## config.mk

```make
export PLATFORM = sky130hd
export DESIGN_NAME = rtcai_top
export DESIGN_NICKNAME = d
export VERILOG_FILES = /design/src/hdl/rtcai_pkg.sv /design/src/hdl/rtcai_alarm_match.sv /design/src/hdl/rtcai_top.sv
export SDC_FILE = /design/constraint.sdc
export NUM_CORES = 1
export LEC_CHECK = 0
export ABC_CLOCK_PERIOD_IN_PS = 1900
export BUFFER_PORTS_ARGS = -buffer_cell sky130_fd_sc_hd__buf_2
export CAP_MARGIN = 20
export CORE_UTILIZATION = 45
export CTS_CLUSTER_DIAMETER = 100
export DETAILED_ROUTE_END_ITERATION = 8
export PLACE_DENSITY = 0.64
export SLEW_MARGIN = 5
export SYNTH_ARGS = -nofsm -noshare
export SYNTH_HDL_FRONTEND = slang
export SYNTH_SLANG_ARGS = --single-unit
```

## constraint.sdc

```tcl
create_clock -name sys_clk -period 1.9 [get_ports sys_clk]
set_input_delay 0.38 -clock sys_clk [delete_from_list [all_inputs] [get_ports sys_clk]]
set_output_delay 0.38 -clock sys_clk [all_outputs]
set_load 0.01 [all_outputs]
```

## src/hdl/rtcai_pkg.sv

```systemverilog
/*
 * Constants for the alarm, interrupt and special-register block of a
 * serial real-time clock: register offsets, field positions, reset values.
 * Assumes byte-wide register access from a serial engine elsewhere.
 */
package rtcai_pkg;

    // Pointer bit that marks a write address
    localparam int RTCAI_WR_BIT = 7;

    // Read offsets; the write address is the same with the write bit set
    localparam logic [6:0] RTCAI_OFS_ALM0 = 7'h07;
    localparam logic [6:0] RTCAI_OFS_ALM1 = 7'h0B;
    localparam logic [6:0] RTCAI_OFS_CTRL = 7'h0F;
    localparam logic [6:0] RTCAI_OFS_STAT = 7'h10;
    localparam logic [6:0] RTCAI_OFS_CHG = 7'h11;

    // Registers per alarm: seconds, minutes, hours, day
    localparam int RTCAI_ALM_REGS = 4;
    localparam logic [6:0] RTCAI_ALM_SPAN = 7'h04;
    localparam int RTCAI_ALM_SEC = 0;
    localparam int RTCAI_ALM_MIN = 1;
    localparam int RTCAI_ALM_HOUR = 2;
    localparam int RTCAI_ALM_DAY = 3;
    localparam int RTCAI_MASK_BIT = 7;

    // Control fields
    localparam int RTCAI_CTRL_OSC_STOP = 7;
    localparam int RTCAI_CTRL_WR_LOCK = 6;
    localparam int RTCAI_CTRL_ROUTE = 2;
    localparam int RTCAI_CTRL_ALARM1_IRQ_ENABLE = 1;
    localparam int RTCAI_CTRL_ALARM0_IRQ_ENABLE = 0;
    localparam logic [7:0] RTCAI_CTRL_RST = 8'h80;
    localparam logic [7:0] RTCAI_CTRL_USED = 8'hC7;

    // Status fields
    localparam int RTCAI_STAT_FLAG1 = 1;
    localparam int RTCAI_STAT_FLAG0 = 0;

    // Charger select fields and power-on pattern
    localparam int RTCAI_CHG_KEY_LSB = 4;
    localparam int RTCAI_CHG_DIODE_LSB = 2;
    localparam int RTCAI_CHG_RES_LSB = 0;
    localparam logic [3:0] RTCAI_CHG_KEY_ON = 4'hA;
    localparam logic [1:0] RTCAI_DIODE_ONE = 2'h1;
    localparam logic [1:0] RTCAI_DIODE_TWO = 2'h2;
    localparam logic [1:0] RTCAI_RES_OFF = 2'h0;
    localparam logic [7:0] RTCAI_CHG_RST = 8'h5C;

    // Alarm registers after reset
    localparam logic [7:0] RTCAI_ALM_RST = 8'h00;

endpackage : rtcai_pkg

```

## src/hdl/rtcai_alarm_match.sv

```systemverilog
/*
 * Match logic for one time-of-day alarm: compares four alarm bytes with
 * the current time, each field skipped when its mask bit is set.
 * Assumes time bytes are stable whenever the update tick is high.
 */
`timescale 1ns/100ps
module rtcai_alarm_match
    import rtcai_pkg::*;
(
    input wire logic update_tick, // One-cycle clock update
    input wire logic [7:0] alm_sec, // Alarm seconds byte, mask in bit 7
    input wire logic [7:0] alm_min, // Alarm minutes byte
    input wire logic [7:0] alm_hour, // Alarm hours byte
    input wire logic [7:0] alm_day, // Alarm day byte
    input wire logic [7:0] time_sec, // Current seconds
    input wire logic [7:0] time_min, // Current minutes
    input wire logic [7:0] time_hour, // Current hours
    input wire logic [7:0] time_day, // Current day
    output logic match // High on a tick that matches
);

    function automatic logic field_ok(input logic [7:0] alm, input logic [7:0] cur);
        field_ok = alm[RTCAI_MASK_BIT] | (alm[6:0] == cur[6:0]);
    endfunction : field_ok

    wire sec_ok = field_ok(alm_sec, time_sec);
    wire min_ok = field_ok(alm_min, time_min);
    wire hour_ok = field_ok(alm_hour, time_hour);
    wire day_ok = field_ok(alm_day, time_day);

    // All masks set: every tick; masks cleared fields must also agree
    assign match = update_tick & sec_ok & min_ok & hour_ok & day_ok;

endmodule : rtcai_alarm_match

```

## src/hdl/rtcai_top.sv

```systemverilog
/*
 * Alarm match, interrupt routing, control, status and charger select
 * registers of a serial real-time clock.
 * Assumes the serial engine and timekeeping counters run on sys_clk and
 * hand over pointer, write and tick pulses without synchronisation.
 */
`timescale 1ns/100ps
module rtcai_top
    import rtcai_pkg::*;
#(
    parameter int NUM_ALARMS = 2 // Time-of-day alarms
) (
    input wire logic sys_clk, // 20 MHz clock
    input wire logic rst_n, // Asynchronous reset, active low
    input wire logic update_tick, // One-cycle pulse on each clock update
    input wire logic [7:0] time_sec, // Current seconds byte
    input wire logic [7:0] time_min, // Current minutes byte
    input wire logic [7:0] time_hour, // Current hours byte
    input wire logic [7:0] time_day, // Current day byte
    input wire logic [7:0] ptr_addr, // Serial address pointer, bit 7 = write
    input wire logic ptr_strobe, // Pulse: pointer has reached ptr_addr
    input wire logic wr_strobe, // Pulse: write wr_data at ptr_addr
    input wire logic [7:0] wr_data, // Write data byte
    output logic [7:0] rd_data, // Read data for ptr_addr
    output logic oscillator_stop, // High halts oscillator, standby
    output logic write_lock, // High while writes are blocked
    output logic irq_out_first_n, // First interrupt, active low
    output logic irq_out_second_n, // Second interrupt, active low
    output logic charger_enable, // Trickle charger on
    output logic [1:0] diode_count_select, // Diode code
    output logic [1:0] resistor_choice // Resistor code
);

    localparam int ALM_TOTAL = NUM_ALARMS * RTCAI_ALM_REGS;

    // True when the address falls in one alarm's four registers
    function automatic logic in_alarm(input logic [6:0] ofs, input logic [6:0] base);
        in_alarm = (ofs >= base) && (ofs < base + RTCAI_ALM_SPAN);
    endfunction : in_alarm

    logic [7:0] alarm_ff [ALM_TOTAL];
    logic [7:0] nxt_alarm [ALM_TOTAL];
    logic [7:0] ctrl_ff;
    logic [7:0] nxt_ctrl;
    logic [7:0] chg_ff;
    logic [7:0] nxt_chg;
    logic [NUM_ALARMS-1:0] flag_ff;
    logic [NUM_ALARMS-1:0] nxt_flag;
    logic [7:0] rd_data_ff;
    logic [7:0] nxt_rd_data;
    logic irq_first_n_ff;
    logic irq_second_n_ff;
    logic chg_on_ff;
    logic [NUM_ALARMS-1:0] alm_match;
    logic [NUM_ALARMS-1:0] alm_clear;

    // Address decode
    wire [6:0] ofs = ptr_addr[6:0];
    wire is_write = ptr_addr[RTCAI_WR_BIT];
    wire wr_ok = wr_strobe & is_write & ~ctrl_ff[RTCAI_CTRL_WR_LOCK];
    wire hit_alarm = in_alarm(ofs, RTCAI_OFS_ALM0) | in_alarm(ofs, RTCAI_OFS_ALM1);
    wire hit_ctrl = (ofs == RTCAI_OFS_CTRL);
    wire hit_stat = (ofs == RTCAI_OFS_STAT);
    wire hit_chg = (ofs == RTCAI_OFS_CHG);
    wire [6:0] alm_ofs = ofs - RTCAI_OFS_ALM0;
    wire [2:0] alm_idx = alm_ofs[2:0];

    // Control fields
    wire route_sel = ctrl_ff[RTCAI_CTRL_ROUTE];
    wire alarm0_irq_enable = ctrl_ff[RTCAI_CTRL_ALARM0_IRQ_ENABLE];
    wire alarm1_irq_enable = ctrl_ff[RTCAI_CTRL_ALARM1_IRQ_ENABLE];

    // Charger fields
    wire [3:0] chg_key = chg_ff[RTCAI_CHG_KEY_LSB +: 4];
    wire [1:0] chg_diode = chg_ff[RTCAI_CHG_DIODE_LSB +: 2];
    wire [1:0] chg_res = chg_ff[RTCAI_CHG_RES_LSB +: 2];
    wire key_ok = (chg_key == RTCAI_CHG_KEY_ON);
    wire diode_ok = (chg_diode == RTCAI_DIODE_ONE) | (chg_diode == RTCAI_DIODE_TWO);
    wire res_ok = (chg_res != RTCAI_RES_OFF);
    wire nxt_chg_on = key_ok & diode_ok & res_ok;

    // Interrupt routing
    wire req0 = flag_ff[0] & alarm0_irq_enable;
    wire req1 = flag_ff[1] & alarm1_irq_enable;
    wire nxt_irq_first_n = ~(req0 | (~route_sel & req1));
    wire nxt_irq_second_n = ~(route_sel & req1);

    // Status byte with upper bits zero
    wire [7:0] stat_byte = {6'h00, flag_ff[1], flag_ff[0]};

    // Match engines, one per alarm
    genvar ga;
    generate
        for (ga = 0; ga < NUM_ALARMS; ga++) begin : g_alarm
            localparam int B = ga * RTCAI_ALM_REGS;
            rtcai_alarm_match u_match (
                .update_tick(update_tick),
                .alm_sec(alarm_ff[B + RTCAI_ALM_SEC]),
                .alm_min(alarm_ff[B + RTCAI_ALM_MIN]),
                .alm_hour(alarm_ff[B + RTCAI_ALM_HOUR]),
                .alm_day(alarm_ff[B + RTCAI_ALM_DAY]),
                .time_sec(time_sec),
                .time_min(time_min),
                .time_hour(time_hour),
                .time_day(time_day),
                .match(alm_match[ga])
            );
            // Pointer landing on this alarm's registers, read or write
            assign alm_clear[ga] = ptr_strobe &
                in_alarm(ofs, 7'(RTCAI_OFS_ALM0 + 7'(B)));
            // A match in the clearing cycle still sets the flag
            assign nxt_flag[ga] = alm_match[ga] | (flag_ff[ga] & ~alm_clear[ga]);
        end
    endgenerate

    // Alarm register writes
    always_comb begin
        for (int i = 0; i < ALM_TOTAL; i++) begin
            nxt_alarm[i] = alarm_ff[i];
        end
        if (wr_ok && hit_alarm) begin
            nxt_alarm[alm_idx] = wr_data;
        end
    end

    // Control write; lock bit stays writable so software can unlock
    always_comb begin
        nxt_ctrl = ctrl_ff;
        if (wr_strobe && is_write && hit_ctrl) begin
            if (ctrl_ff[RTCAI_CTRL_WR_LOCK]) begin
                nxt_ctrl[RTCAI_CTRL_WR_LOCK] = wr_data[RTCAI_CTRL_WR_LOCK];
            end else begin
                nxt_ctrl = wr_data & RTCAI_CTRL_USED;
            end
        end
    end

    // Charger write
    always_comb begin
        nxt_chg = chg_ff;
        if (wr_ok && hit_chg) begin
            nxt_chg = wr_data;
        end
    end

    // Read data for the current pointer
    always_comb begin
        nxt_rd_data = 8'h00;
        if (!is_write) begin
            if (hit_alarm) begin
                nxt_rd_data = alarm_ff[alm_idx];
            end else if (hit_ctrl) begin
                nxt_rd_data = ctrl_ff;
            end else if (hit_stat) begin
                nxt_rd_data = stat_byte;
            end else if (hit_chg) begin
                nxt_rd_data = chg_ff;
            end
        end
    end

    always_ff @(posedge sys_clk or negedge rst_n) begin
        if (!rst_n) begin
            for (int i = 0; i < ALM_TOTAL; i++) begin
                alarm_ff[i] <= RTCAI_ALM_RST;
            end
        end else begin
            alarm_ff <= nxt_alarm;
        end
    end

    always_ff @(posedge sys_clk or negedge rst_n) begin
        if (!rst_n) begin
            ctrl_ff <= RTCAI_CTRL_RST;
            chg_ff <= RTCAI_CHG_RST;
            flag_ff <= '0;
        end else begin
            ctrl_ff <= nxt_ctrl;
            chg_ff <= nxt_chg;
            flag_ff <= nxt_flag;
        end
    end

    always_ff @(posedge sys_clk or negedge rst_n) begin
        if (!rst_n) begin
            rd_data_ff <= 8'h00;
            irq_first_n_ff <= 1'b1;
            irq_second_n_ff <= 1'b1;
            chg_on_ff <= 1'b0;
        end else begin
            rd_data_ff <= nxt_rd_data;
            irq_first_n_ff <= nxt_irq_first_n;
            irq_second_n_ff <= nxt_irq_second_n;
            chg_on_ff <= nxt_chg_on;
        end
    end

    assign rd_data = rd_data_ff;
    assign oscillator_stop = ctrl_ff[RTCAI_CTRL_OSC_STOP];
    assign write_lock = ctrl_ff[RTCAI_CTRL_WR_LOCK];
    assign irq_out_first_n = irq_first_n_ff;
    assign irq_out_second_n = irq_second_n_ff;
    assign charger_enable = chg_on_ff;
    assign diode_count_select = chg_diode;
    assign resistor_choice = chg_res;

endmodule : rtcai_top

```

-- After elaboration in Yosys (flattened, before gate mapping)
Index checks and enable logic that the tools add are counted.
- bits in registers: 90
- bits in latches: 0
- memory bits (writable): 0
- ROM bits: 0
- input port bits: 53
- output and inout port bits: 17
- word-level logic and storage cells: 97
- memories kept: 0
- add/subtract/negate cells: 1
- multiply operators: 0
- div/mod/pow operators: 0
- $lt $le $gt $ge: 6
- eq/ne operators: 14
- shift operators: 0
- muxes and demuxes: 11
- bitwise logic cells: 40
- reductions and logical operators: 9
- operator list (cell ; count):
    bitwise mux 64 bit ; 1
    two-way mux 8 bit ; 8
    == test 7 bit ; 8
    binary-select mux 8 bit (select 3 bit) ; 1
    demux 8 bit (select 3 bit) ; 1
    AND 1 bit ; 20
    == test 7 x 5 -> 1 bit, second input constant ; 2
    less-than comparator 7 x 4 -> 1 bit, second input constant ; 2
    OR 1 bit ; 13
    == test 7 x 4 -> 1 bit, second input constant ; 1
    >= comparator 7 x 3 -> 1 bit, second input constant ; 1
    >= comparator 7 x 4 -> 1 bit, second input constant ; 1
    logical AND 1 bit ; 7
    NOT 1 bit ; 6
    == test 4 bit, second input constant ; 1
    >= comparator 4 bit, second input constant ; 1
    less-than comparator 4 x 1 -> 1 bit, second input constant ; 1
    NOT 3 -> 4 bit ; 1
    subtractor 3 bit, second input constant ; 1
    == test 2 x 1 -> 1 bit, second input constant ; 1
    == test 2 bit, second input constant ; 1
    AND reduction 2 bit ; 1
    nonzero test 2 bit ; 1

-- Longest topological paths before layout
- depth in word-level cells: 7
- mapped depth: 10
- mapped depth without buffers: 7

-- Hierarchy
Synthesis repeated with hierarchy kept, for this count alone.
- cell total of the unflattened synthesis: 378
- area, all modules: 4923.5 sq um
- modules (own cells, without submodules) (module ; instances ; cells each ; area an instance (sq um) ; sequential area each (sq um)):
    rtcai_top ; 1 ; 300 ; 4272.8 ; 2260.9
    rtcai_alarm_match ; 2 ; 39 ; 325.3 ; 0.0

-- Least setup slack after synthesis
OpenSTA, ideal clock, no wires.
- path type: input port to flip-flop
- start: in ptr_addr[0]
- end: reg alarm_ff[40] (netlist name)
- library setup time: 125 ps
- data arrival time: 2543 ps
- required time: 1775 ps
- setup slack: -768 ps
- cell stages on the path: 9
- buffers on the path: 4
- cell sequence: buf_4 -> buf_2 -> inv_1 -> ha_1 -> buf_2 -> clkbuf_1 -> nand2_1 -> nor3_4 -> mux2_2
- word-level cells in the longest chain between the ends: 7
- elaborated cells between the ends (all ways): 16
- those cells by class: add/sub (1); order compare (6); mux (3); bitwise (2); reduce/logical (4)
- RTL lines (what ; line ; source):
    start, declared ; rtcai_top.sv:20 ; input wire logic [7:0] ptr_addr,
    subtractor 3 bit ; rtcai_top.sv:65 ; wire [6:0] alm_ofs = ofs - RTCAI_OFS_ALM0;
    NOT 3 -> 4 bit (implied by the code) ; rtcai_top.sv:122 ; nxt_alarm[alm_idx] = wr_data;
    >= comparator 4 bit (implied by the code) / less-than comparator 4 x 1 -> 1 bit (equally long branches) ; rtcai_top.sv:122 ;
    logical AND 1 bit (implied by the code) ; rtcai_top.sv:122 ;
    two-way mux 8 bit (implied by the code) ; rtcai_top.sv:122 ;
    demux 8 bit (select 3 bit) ; rtcai_top.sv:122 ;
    bitwise mux 64 bit ; rtcai_top.sv:122 ;
    end signal, assigned ; rtcai_top.sv:168 ; alarm_ff <= nxt_alarm;
    end, declared ; rtcai_top.sv:41 ; logic [7:0] alarm_ff [ALM_TOTAL];
Parallel ways exist; a longest one is shown, timed or not.
A chain may end at the register's enable or synchronous reset.

-- Final worst setup path
- start: in ptr_addr[0]
- end: reg alarm_ff[33] (netlist name)
Same word-level chain as after synthesis.

==> metrics.md <==
| Metric | Value |
|---|---|
| Status | `finished clean` |
| R2R Path End | `alarm_ff[50]` |
| Fin crit share | `96.5%` |
| Cell total after placement | `607` |
| Post-DP Area | `6050 sq um` |
| Crit path launch type | `input pin` |
| Register bit count reported by yosys | `90` |
| Pwr Density | `681 nW/um^2` |
| Total power | `4.26 mW` |
| Clk_skew | `0.00654 ns` |
| Die area | `11300 sq um` |
| Syn nets | `430` |
| P_sw | `1.18 mW` |
| Share of layout cells above drive strength 1 | `50.4%` |
| Non-Filler Instances | `624` |
| Core area | `10400 sq um` |
| Root Buffer | `clkbuf_8` |
| Actual slew at the worst max-slew pin | `0.515 ns` |
| Async SR Flop Fraction | `100%` |
| Post-layout net count | `539` |
| Synth top area cells | `dfrtp_1, mux2_2, xnor2_1` |
| Mapped Cells | `374` |
| Synth unique cells | `49` |
| Total Routing Usage GR | `24.6%` |
| Rel. slew slack | `65.4%` |
| Combinational group share of total power | `17.6%` |
| Global-route wire length before repair | `20400 um` |
| Beginning of the worst hold path | `ptr_strobe` |
| Worst-path clk slew | `0.09 ns` |
| Worst-path fanout max | `5` |
| Crit path launch | `ptr_addr[0]` |
| Routability Congestion | `0.809` |
| Synth Warn # | `0` |
| Avg WL per Cell | `20.2 um` |
| Clock buffer depth | `2` |
| Sequential power share | `50.3%` |
| End of the critical path | `alarm_ff[33]` |
| Biggest area consumer among synthesized cells | `dfrtp_1` |
| Xor/xnor share of the synthesized area | `10.4%` |
| CTS tree | `done` |
| Finished layout cell area | `6260 sq um` |
| Worst reg2reg path depth | `5` |
| Required time of the critical path | `2.15 ns` |
| DR pass1 iterations | `4` |
| Synth Area in Compound Gates | `5.45%` |
| Post-synthesis mux area share | `24.3%` |
| Switch share | `27.6%` |
| Launching point of the worst reg2reg path | `ctrl_ff[6]` |
| RSZ-0062 raised after global routing | `no` |
| CP Data Arrival Time | `2.08 ns` |
| Largest family of logic cells by synthesized area | `multiplexers` |
| Post-synth EDFFs | `0` |
| Syn Area/Cell | `13.1 sq um` |
| Dpl ws | `-0.304 ns` |
| Min Tclk post-route | `1.83 ns` |
| Hold Fails Final Rpt | `0` |
| Final ANT Viol Nets | `0` |
| Sequential share of the synthesized area | `46.2%` |
| Synth Area in Simple Gates | `10.5%` |
| Num CTS Buffers | `9` |
| Maximum VDD drop | `0.000565 V` |
| Area grow syn2layout | `28.1%` |
| Die W | `106 um` |
| Post-synth top flop | `dfrtp_1` |
| Synth top area share | `42.5%` |
| Post-route DRC | `0` |
| Initial antenna violation count | `0` |
| Most frequent cells in the layout | `dfrtp_1, buf_2, mux2_4` |
| R2R Setup Slk | `0.09 ns` |
| Final setup viols | `0` |
| Initial Utilization | `47.0%` |
| Post-Syn Area | `4890 sq um` |
| Total gr overflow | `0` |
| Leak Pwr | `2.92 nW` |
| I/O Buffers | `65` |
| Routed vias | `3418` |
| Critical path endpoint category | `flop` |
| HP Class | `input pin to flop` |
| Internal power | `3.09 mW` |
| Clk Latency, worst-skew pair | `0.36 ns` |
| Clock Sinks | `90` |
| Dpl hpwl | `9870 um` |
| Number of global-route vias before repair | `3648` |
| Number of I/O pins | `70` |
| Fin worst setup slack | `0.0667 ns` |
| Commonest non-fill, non-tap cell in the layout | `dfrtp_1` |
| Clock network power share | `32.1%` |
| WL final | `12600 um` |
| Num rows | `37` |
| Vias per cell | `5.48` |
| Final slew viol count | `0` |
| Setup Crit Path Kind | `input pin to flop` |
| Area share of fa/ha/maj cells after synthesis | `0.767%` |
| Setup TNS | `0 ns` |
| Max Freq | `0.545 GHz` |
| Largest net degree at the start of global routing | `50` |
| Total of max-cap violations | `0` |
| H-tree Lvls | `3` |
| Die H | `106 um` |
| Diodes inserted | `0` |
| DRT iter0 DRCs | `187` |
-- flip-flops by register name, indices dropped and copies added (netlist names) --
name and cells:
irq_out_first_n 1, chg_ff 8, alarm_ff 64, rd_data 8
charger_enable 1, flag_ff 2, ctrl_ff 5, irq_out_second_n 1
-- power by group through the flow --
stage / Sequential [mW] / Clock, mW / Combinational (mW)
2_1_floorplan: 2.14 / 0 / 0.478
3_3_place_gp: 2.17 / 0 / 0.740
3_5_place_dp: 2.18 / 0 / 0.757
4_1_cts: 2.14 / 1.41 / 0.762
5_1_grt: 2.16 / 1.48 / 0.817
6_report: 2.14 / 1.37 / 0.752
-- metrics by stage --
| step | util, % | hold WS, ns |
|---|---|---|
| floorplan | - | 0.0844 |
| global placement | 58.0 | 0.270 |
| detailed placement | 58.0 | 0.272 |
| CTS | 60.1 | 0.326 |
| global route | 60.1 | 0.322 |
| finish | 60.1 | 0.346 |
-- routing by layer --
| layer | track usage [%] | part of all wire (%) | up-vias |
|---|---|---|---|
| met5 | 0 | 0 | - |
| met4 | 6.65 | 1.4 | 0 |
| met3 | 4.84 | 3.5 | 15 |
| met2 | 40.4 | 49 | 68 |
| met1 | 33.3 | 46 | 1729 |
| li1 | - | - | 1606 |
-- worst min path at each step --
stage,end,cells after the start,slack [ns]
3_5_place_dp,rd_data[7],1,0.27
2_1_floorplan,alarm_ff[0],0,0.08
3_3_place_gp,rd_data[0],1,0.27
5_1_grt,flag_ff[0],3,0.32
4_1_cts,flag_ff[0],3,0.33
6_report,flag_ff[0],3,0.35
-- what timing repair did --
item,in CTS,in global routing
hold buffers,1,0
setup endpoints to repair,0,5
endpoints found under the hold margin,12,0
gates resized for setup,0,2
buffers inserted,0,0
-- area by class of cell --
class | count | area [sq um]
Clock inverter | 5 | 62.6
Timing Repair Buffer | 116 | 817
Fill cell | 861 | 4150
Sequential cell | 90 | 2260
Multi-Input combinational cell | 264 | 2800
Tap cell | 136 | 170
Inverter | 2 | 12.5
Clock buffer | 11 | 141
-- logic make-up (layout without fill, tap and decap cells) --
| group | after synthesis | after routing |
|---|---|---|
| AOI/OAI and AO/OA | 37 | 37 |
| xor gates and xnor gates | 57 | 57 |
| adders and majority gates | 3 | 3 |
| buffers and inverters | 20 | 134 |
| DFF | 90 | 90 |
| muxes | 94 | 94 |
| and+or+nand+nor | 73 | 73 |
-- cell usage after synthesis (6+ instances only) --
cell / n
dfrtp_1: 83
mux2_2: 76
xnor2_1: 32
xor2_1: 24
mux4_2: 12
nand4_1: 9
nor4_1: 9
nand3_1: 8
nor2_1: 8
dfstp_2: 7
nand2_1: 7
o21ai_0: 7
a211oi_1: 6
buf_4: 6
nor3_4: 6
-- worst max-delay path: stages --
cell and delay [ns]:
buf_2 0.13, ha_4 0.16, a21o_1 0.12, a21o_1 0.14
nand3_2 0.18, buf_4 0.24, nor3_4 0.22, buf_4 0.20
mux2_4 0.30
Note: power is estimated with default switching activity, not from simulation.
